$ cat src/hw/sdi_consts.svh
// Constants of the serial converter input port.
// Assumes inclusion by bare name from design files under hw/.
`ifndef SDI_CONSTS_SVH
`define SDI_CONSTS_SVH

`define SDI_WORD_BITS 16
`define SDI_CODE_BITS 12
`define SDI_MODE_HI 13
`define SDI_MODE_LO 12
`define SDI_LAST_EDGE 4'hf
`define SDI_CODE_RST 12'h000
`define SDI_MODE_RST 2'h0
`define SDI_MODE_NORMAL 2'h0
`define SDI_MODE_PD_1K 2'h1
`define SDI_MODE_PD_100K 2'h2
`define SDI_MODE_HIZ 2'h3
`define SDI_CODE_SPAN 4096
`define SDI_CLK_NS 50
`define SDI_FRAME_HIGH_NS 33
`define SDI_FRAME_HIGH_CYC_RAW ((`SDI_FRAME_HIGH_NS + `SDI_CLK_NS - 1) / `SDI_CLK_NS)
`define SDI_FRAME_HIGH_CYC ((`SDI_FRAME_HIGH_CYC_RAW < 1) ? 1 : `SDI_FRAME_HIGH_CYC_RAW)
`define SDI_FIFO_WIDTH 14
`define SDI_FIFO_DEPTH 8

`endif

$ cat src/hw/sdi_pkg.sv
// Types of the serial converter input port.
// Assumes nothing beyond the constants header.
package sdi_pkg;
    typedef logic [11:0] sdi_code_t;
    typedef logic [1:0] sdi_mode_t;
    typedef enum {SDI_ST_WAIT_HIGH, SDI_ST_ARMED, SDI_ST_SHIFT, SDI_ST_DONE} sdi_state_t;
endpackage

$ cat src/hw/sdi_word_if.sv
// Valid/ready word channel between port logic and its word buffer.
// Assumes both ends sit on the same clock.
`timescale 1ns/10ps
interface sdi_word_if #(parameter int WIDTH = 14);
    logic valid;
    logic ready;
    logic [WIDTH-1:0] data;
    modport src (output valid, output data, input ready);
    modport snk (input valid, input data, output ready);
endinterface

$ cat src/hw/sdi_port.sv
// Serial input port of a 12-bit voltage-output converter.
// Assumes frame select, serial clock and data come from pins, asynchronous to i_clk.
`timescale 1ns/10ps
`include "sdi_consts.svh"
module sdi_port (
    input wire logic i_clk,
    input wire logic i_resetn,
    input wire logic i_frame_n,
    input wire logic i_sclk,
    input wire logic i_din,
    input wire logic i_apply_ready,
    output logic o_word_room,
    output sdi_pkg::sdi_code_t o_code,
    output sdi_pkg::sdi_mode_t o_power_mode,
    output logic o_amp_on,
    output logic o_pd_1k,
    output logic o_pd_100k,
    output logic o_out_hiz
);
    import sdi_pkg::*;

    logic [1:0] frame_sync_reg;
    logic [2:0] sclk_sync_reg;
    logic [1:0] din_sync_reg;
    logic frame_s;
    logic sclk_fall;
    logic din_s;
    sdi_state_t state_reg;
    logic [3:0] hi_cnt_reg;
    logic [3:0] edge_cnt_reg;
    logic [`SDI_WORD_BITS-1:0] shift_reg;
    logic [`SDI_WORD_BITS-1:0] shift_next;
    logic push_reg;
    logic [`SDI_FIFO_WIDTH-1:0] push_data_reg;
    logic last_edge;
    logic apply;
    sdi_code_t code_reg;
    sdi_mode_t mode_reg;
    logic amp_on_reg;
    logic pd_1k_reg;
    logic pd_100k_reg;
    logic out_hiz_reg;

    sdi_word_if #(.WIDTH(`SDI_FIFO_WIDTH)) wr_ch ();
    sdi_word_if #(.WIDTH(`SDI_FIFO_WIDTH)) rd_ch ();

    sdi_fifo #(.WIDTH(`SDI_FIFO_WIDTH), .DEPTH(`SDI_FIFO_DEPTH)) u_fifo (
        .i_clk(i_clk),
        .i_resetn(i_resetn),
        .wr(wr_ch.snk),
        .rd(rd_ch.src)
    );

    // Pins pass two flops; the third sclk stage only feeds edge finding
    // Reset low: frame must really be seen high, and no false sclk fall follows reset
    always_ff @(posedge i_clk) begin
        if (!i_resetn) begin
            frame_sync_reg <= 2'h0;
            sclk_sync_reg <= 3'h0;
            din_sync_reg <= 2'h0;
        end else begin
            frame_sync_reg <= {frame_sync_reg[0], i_frame_n};
            sclk_sync_reg <= {sclk_sync_reg[1:0], i_sclk};
            din_sync_reg <= {din_sync_reg[0], i_din};
        end
    end

    assign frame_s = frame_sync_reg[1];
    assign din_s = din_sync_reg[1];
    assign sclk_fall = sclk_sync_reg[2] && !sclk_sync_reg[1];
    assign shift_next = {shift_reg[`SDI_WORD_BITS-2:0], din_s};
    assign last_edge = (state_reg == SDI_ST_SHIFT) && !frame_s && sclk_fall
        && (edge_cnt_reg == `SDI_LAST_EDGE);

    // High time of frame select, counted in clocks before re-arming
    always_ff @(posedge i_clk) begin
        if (!i_resetn || !frame_s) begin
            hi_cnt_reg <= 4'h0;
        end else if (hi_cnt_reg != 4'hf) begin
            hi_cnt_reg <= hi_cnt_reg + 4'h1;
        end
    end

    always_ff @(posedge i_clk) begin
        if (!i_resetn) begin
            state_reg <= SDI_ST_WAIT_HIGH;
        end else begin
            case (state_reg)
                SDI_ST_WAIT_HIGH: begin
                    if (frame_s && hi_cnt_reg >= 4'(`SDI_FRAME_HIGH_CYC - 1)) begin
                        state_reg <= SDI_ST_ARMED;
                    end
                end
                SDI_ST_ARMED: begin
                    // Stalls while the buffer is full; one frame needs one free slot
                    if (!frame_s && wr_ch.ready) begin
                        state_reg <= SDI_ST_SHIFT;
                    end
                end
                SDI_ST_SHIFT: begin
                    if (frame_s) begin
                        state_reg <= SDI_ST_WAIT_HIGH;
                    end else if (last_edge) begin
                        state_reg <= SDI_ST_DONE;
                    end
                end
                SDI_ST_DONE: begin
                    if (frame_s) begin
                        state_reg <= SDI_ST_WAIT_HIGH;
                    end
                end
                default: begin
                    state_reg <= SDI_ST_WAIT_HIGH;
                end
            endcase
        end
    end

    always_ff @(posedge i_clk) begin
        if (!i_resetn) begin
            shift_reg <= '0;
            edge_cnt_reg <= 4'h0;
        end else if (state_reg != SDI_ST_SHIFT || frame_s) begin
            if (state_reg != SDI_ST_DONE) begin
                shift_reg <= '0;
                edge_cnt_reg <= 4'h0;
            end
        end else if (sclk_fall) begin
            shift_reg <= shift_next;
            edge_cnt_reg <= edge_cnt_reg + 4'h1;
        end
    end

    // Top two bits dropped; mode and code go to the buffer
    always_ff @(posedge i_clk) begin
        if (!i_resetn) begin
            push_reg <= 1'b0;
            push_data_reg <= '0;
        end else begin
            push_reg <= last_edge;
            if (last_edge) begin
                push_data_reg <= shift_next[`SDI_MODE_HI:0];
            end
        end
    end

    assign wr_ch.valid = push_reg;
    assign wr_ch.data = push_data_reg;
    assign rd_ch.ready = i_apply_ready;
    assign apply = rd_ch.valid && i_apply_ready;
    assign o_word_room = wr_ch.ready;

    always_ff @(posedge i_clk) begin
        if (!i_resetn) begin
            code_reg <= `SDI_CODE_RST;
            mode_reg <= `SDI_MODE_RST;
        end else if (apply) begin
            code_reg <= rd_ch.data[`SDI_CODE_BITS-1:0];
            mode_reg <= rd_ch.data[`SDI_MODE_HI:`SDI_MODE_LO];
        end
    end

    // Power-down only switches the output stage; the code still loads from the word
    always_ff @(posedge i_clk) begin
        if (!i_resetn) begin
            amp_on_reg <= 1'b1;
            pd_1k_reg <= 1'b0;
            pd_100k_reg <= 1'b0;
            out_hiz_reg <= 1'b0;
        end else if (apply) begin
            amp_on_reg <= 1'b0;
            pd_1k_reg <= 1'b0;
            pd_100k_reg <= 1'b0;
            out_hiz_reg <= 1'b0;
            case (rd_ch.data[`SDI_MODE_HI:`SDI_MODE_LO])
                `SDI_MODE_NORMAL: amp_on_reg <= 1'b1;
                `SDI_MODE_PD_1K: pd_1k_reg <= 1'b1;
                `SDI_MODE_PD_100K: pd_100k_reg <= 1'b1;
                default: out_hiz_reg <= 1'b1;
            endcase
        end
    end

    // Unsigned code straight to the resistor string tap
    assign o_code = code_reg;
    assign o_power_mode = mode_reg;
    assign o_amp_on = amp_on_reg;
    assign o_pd_1k = pd_1k_reg;
    assign o_pd_100k = pd_100k_reg;
    assign o_out_hiz = out_hiz_reg;
endmodule // sdi_port

$ cat src/hw/sdi_fifo.sv
// Word buffer with a registered output stage.
// Assumes a single clock and synchronous active-low reset.
`timescale 1ns/10ps
module sdi_fifo #(
    parameter int WIDTH = 14,
    parameter int DEPTH = 8
) (
    input wire logic i_clk,
    input wire logic i_resetn,
    sdi_word_if.snk wr,
    sdi_word_if.src rd
);
    import sdi_pkg::*;
    localparam int AW = $clog2(DEPTH);
    localparam logic [AW:0] FULL = (AW+1)'(DEPTH);

    logic [WIDTH-1:0] mem [DEPTH];
    logic [AW-1:0] wptr_reg;
    logic [AW-1:0] rptr_reg;
    logic [AW:0] cnt_reg;
    logic out_valid_reg;
    logic [WIDTH-1:0] out_data_reg;
    logic push;
    logic load;

    assign wr.ready = (cnt_reg != FULL);
    assign push = wr.valid && wr.ready;
    // Refill the output stage whenever it is empty or being taken
    assign load = (cnt_reg != '0) && (!out_valid_reg || rd.ready);
    assign rd.valid = out_valid_reg;
    assign rd.data = out_data_reg;

    always_ff @(posedge i_clk) begin
        if (push) begin
            mem[wptr_reg] <= wr.data;
        end
    end

    always_ff @(posedge i_clk) begin
        if (!i_resetn) begin
            wptr_reg <= '0;
            rptr_reg <= '0;
            cnt_reg <= '0;
        end else begin
            if (push) begin
                wptr_reg <= wptr_reg + 1'b1;
            end
            if (load) begin
                rptr_reg <= rptr_reg + 1'b1;
            end
            cnt_reg <= cnt_reg + (AW+1)'(push) - (AW+1)'(load);
        end
    end

    always_ff @(posedge i_clk) begin
        if (!i_resetn) begin
            out_valid_reg <= 1'b0;
            out_data_reg <= '0;
        end else if (load) begin
            out_valid_reg <= 1'b1;
            out_data_reg <= mem[rptr_reg];
        end else if (rd.ready) begin
            out_valid_reg <= 1'b0;
        end
    end
endmodule // sdi_fifo

$ cat config.mk
export PLATFORM = sky130hd
export DESIGN_NAME = sdi_port
export DESIGN_NICKNAME = d
export VERILOG_FILES = /design/src/hw/sdi_pkg.sv /design/src/hw/sdi_word_if.sv /design/src/hw/sdi_port.sv /design/src/hw/sdi_fifo.sv
export VERILOG_INCLUDE_DIRS = /design/src /design/src/hw
export SDC_FILE = /design/constraint.sdc
export NUM_CORES = 1
export LEC_CHECK = 0
export ABC_AREA = 1
export BUFFER_PORTS_ARGS = -buffer_cell sky130_fd_sc_hd__buf_2
export CAP_MARGIN = 20
export CORE_ASPECT_RATIO = 1.4
export CORE_MARGIN = 2
export CORE_UTILIZATION = 56
export CTS_CLUSTER_SIZE = 30
export DETAILED_ROUTE_END_ITERATION = 16
export PLACE_DENSITY = 0.78
export SYNTH_ARGS = -nofsm -noshare
export SYNTH_HDL_FRONTEND = slang
export SYNTH_SLANG_ARGS = --single-unit
$ cat constraint.sdc
create_clock -name i_clk -period 2.7 [get_ports i_clk]
set_input_delay 0.405 -clock i_clk [delete_from_list [all_inputs] [get_ports i_clk]]
set_output_delay 0.405 -clock i_clk [all_outputs]
set_load 0.01 [all_outputs]
==> flow_summary_export.csv <==
group,metric,value,unit
layout,fin_cells,1064,
clock_tree,clk_latency,0.42,ns
die,die-area,15050,um^2
logic_synthesis,avgSynthCellArea,9.370,um^2
sta,min_period,2.119,ns
sta,fmax,0.4719,GHz
worst_setup_path,rr_worst_depth,11,
place,io_buffers,24,
sta,finalHoldViolations,0,
min_path,worstHoldStart,"i_din",
global_routing,antenna_found_initial,0,
clock_tree,cts_hold_buf,0,
logic_synthesis,synth.largest_area_cell,"edfxtp_1",
worst_setup_path,cp-start-kind,"flop",
layout,largest_reg_flops,112,
logic_synthesis,synth_seq_area_share,64.02,%
sta,grt_setup_unrepaired,"false",
route,wl_per_cell,15.03,um
logic_synthesis,synth_area,7880,um^2
sta,min_period_over_period,78.49,%
layout,nNetsFinal,882,
worst_setup_path,crit_required,3.01,ns
clock_tree,cts_tree,"done",
worst_setup_path,reg2reg_slack,0.58,ns
sta,worst_slack,0.5809,ns
global_routing,grt_pass1_vias,5317,
route,drc,0,
route,first_iter_violations,432,
worst_setup_path,worstSetupEndpointType,"flop",
die,core_area,13850,um^2
logic_synthesis,synth_top_area_share,42.68,%
clock_tree,clock_sinks,196,
global_routing,grtUsageTotal,22.06,%
layout,layout-drive-gt1-share,9.670,%
layout,n_antenna_cell,0,
layout,area_growth,11.53,%
route,route.antenna.remaining_nets,0,
clock_tree,htreeDepth,4,
clock_tree,ctsLongestPathBuffers,2,
worst_setup_path,criticalPathCategory,"flop to flop",
route,wl_met3,637,um
route,met2_length,8570,um
worst_setup_path,worstReg2RegEnd,"u_fifo.cnt_reg[2]$_SDFF_PN0_",
logic_synthesis,synthDistinctLibCells,28,
job,cap_viol_max_count,0,
worst_setup_path,path_max_fanout,3,
sta,slew_headroom,23.22,%
die,initial_core_util,56.91,%
route,dr.pass1.iters,5,
power,power_density,873.2,nW/um^2
place,gp_congestion,0.8496,
route,viasPerCell,5.228,
route,via_count,5563,
place,pre_cts_slack,0.5757,ns
clock_tree,cts_resized,0,
sta,setup_violations,0,
clock_tree,cts_root_buf,"clkbuf_16",
layout,layout_commonest_cell,"nand2_1",
sta,drv_slew,0,
die,die_y,144.4,um
global_routing,grt_pass1_wl,25300,um
clock_tree,cts_buffers,17,
min_path,hp-class,"input port to flop",
worst_setup_path,cp_data_arrival_time,2.43,ns
logic_synthesis,synth_area_leaders,"edfxtp_1 43%, dfxtp_1 21%, nand2_1 11%",
logic_synthesis,ys_warn_count,0,
run_status,status,"finished clean",
place,dp_hpwl,9548,um
layout,final_cell_mix,"231 x nand2_1, 122 x nand3_1, 117 x inv_1",
power,peakVddDrop,504.7,uV
route,finalWirelength,15990,um
worst_setup_path,crit_path_start,"u_fifo.cnt_reg[2]$_SDFF_PN0_",
die,io_pins,25,
sta,holdWs,0.1619,ns
clock_tree,cts.reportedPaths.clkPinSlew,0.07,ns
route,wl_met1,6154,um
logic_synthesis,synth_fp_nets,857,
die,die_x,104.3,um
logic_synthesis,netlist_instances,841,
place,place_inst,1032,
min_path,hold_depth,3,
min_path,min_to,"din_sync_reg[0]$_SDFF_PN0_",
sta,tightest_slew,1.150,ns
power,leakagePower,3.834,nW
route,highest_layer,"met4",
layout,fin_util,63.47,%
global_routing,gr-total-overflow,0,
clock_tree,postCtsSetupBuffers,0,
global_routing,grt_max_degree,48,
logic_synthesis,synth-seq-cells,196,
worst_setup_path,r2r-start,"u_fifo.cnt_reg[2]$_SDFF_PN0_",
sta,fin_skew,0.006643,ns
die,row_count,51,
sta,fin_setup_tns,0,ns
-- final cells by class --
type,instances,area [um^2]
repair buffers,45,277.8
flip-flops and latches,196,5046
well taps,185,231.5
clock inverters,14,118.9
multi-input cells,487,2228
fillers,1143,5059
inverters,119,446.7
clock buffers,18,439.2
-- synth_stat cells --
cell type  instances
nor3_4             1
buf_1              5
a2bb2oi_1          1
o2111a_1           1
xnor2_1            1
edfxtp_1         112
nand2_1          231
nand4_1            1
a22oi_1            1
nand3_1          122
o21ai_0           22
nand2_4            1
buf_4              1
buf_2              2
nor2_4             2
a21oi_1           43
inv_2              2
fa_1               1
inv_1            117
buf_6              1
nor2_1            45
nor3_1             1
o21ai_1            1
nand2_2            1
a21o_1             2
dfxtp_1           84
ha_1               9
clkbuf_1          30
-- critical path, stage by stage (launching register included) --
cell and delay, ns:
dfxtp_1 0.30, inv_1 0.09, ha_1 0.15, nand3_1 0.09, o21ai_1 0.12, inv_1 0.08, ha_1 0.28, inv_1 0.04
ha_1 0.22, fa_1 0.42, xnor2_1 0.18, nor2_1 0.05
-- worst max-delay path by stage --
stage	cells after the start	endpoint	slack, ns
finish	11	u_fifo.cnt_reg[2]$_SDFF_PN0_	0.58
global route	11	u_fifo.cnt_reg[2]$_SDFF_PN0_	0.41
CTS	11	u_fifo.cnt_reg[2]$_SDFF_PN0_	0.55
detailed placement	11	u_fifo.cnt_reg[2]$_SDFF_PN0_	0.58
global placement	11	u_fifo.cnt_reg[2]$_SDFF_PN0_	0.65
floorplan	12	u_fifo.cnt_reg[2]$_SDFF_PN0_	0.41
-- per-layer routing --
metal	vias to the layer above	global-route usage (%)
met5	-	0
met4	0	14.15
met3	34	3.200
met2	137	41.38
met1	2622	23.16
li1	2770	-
-- stage by stage --
stage                     cell area, um^2  power (mW)
after floorplan                      7880       4.814
after global placement               8230       5.317
after detailed placement             8230       5.362
after CTS                            8788       7.721
after global routing                 8788       8.071
final                                8788       7.674
-- report_power, final --
group	leakage [nW]	internal [mW]	switching [mW]	total [mW]
Clock	0.282	1.24	1.13	2.37
Combinational	1.98	0.606	1.24	1.85
Sequential	1.57	3.32	0.133	3.46
Total	3.83	5.17	2.51	7.67
-- cells by family after synthesis --
group,share of synthesized area (%)
xor gates and xnor gates,0.1112
AOI/OAI and AO/OA,4.732
adders and majority gates,1.683
DFF,64.02
buffers and inverters,7.701
and+or+nand+nor,21.75
Power figures use the tool's default switching activity.
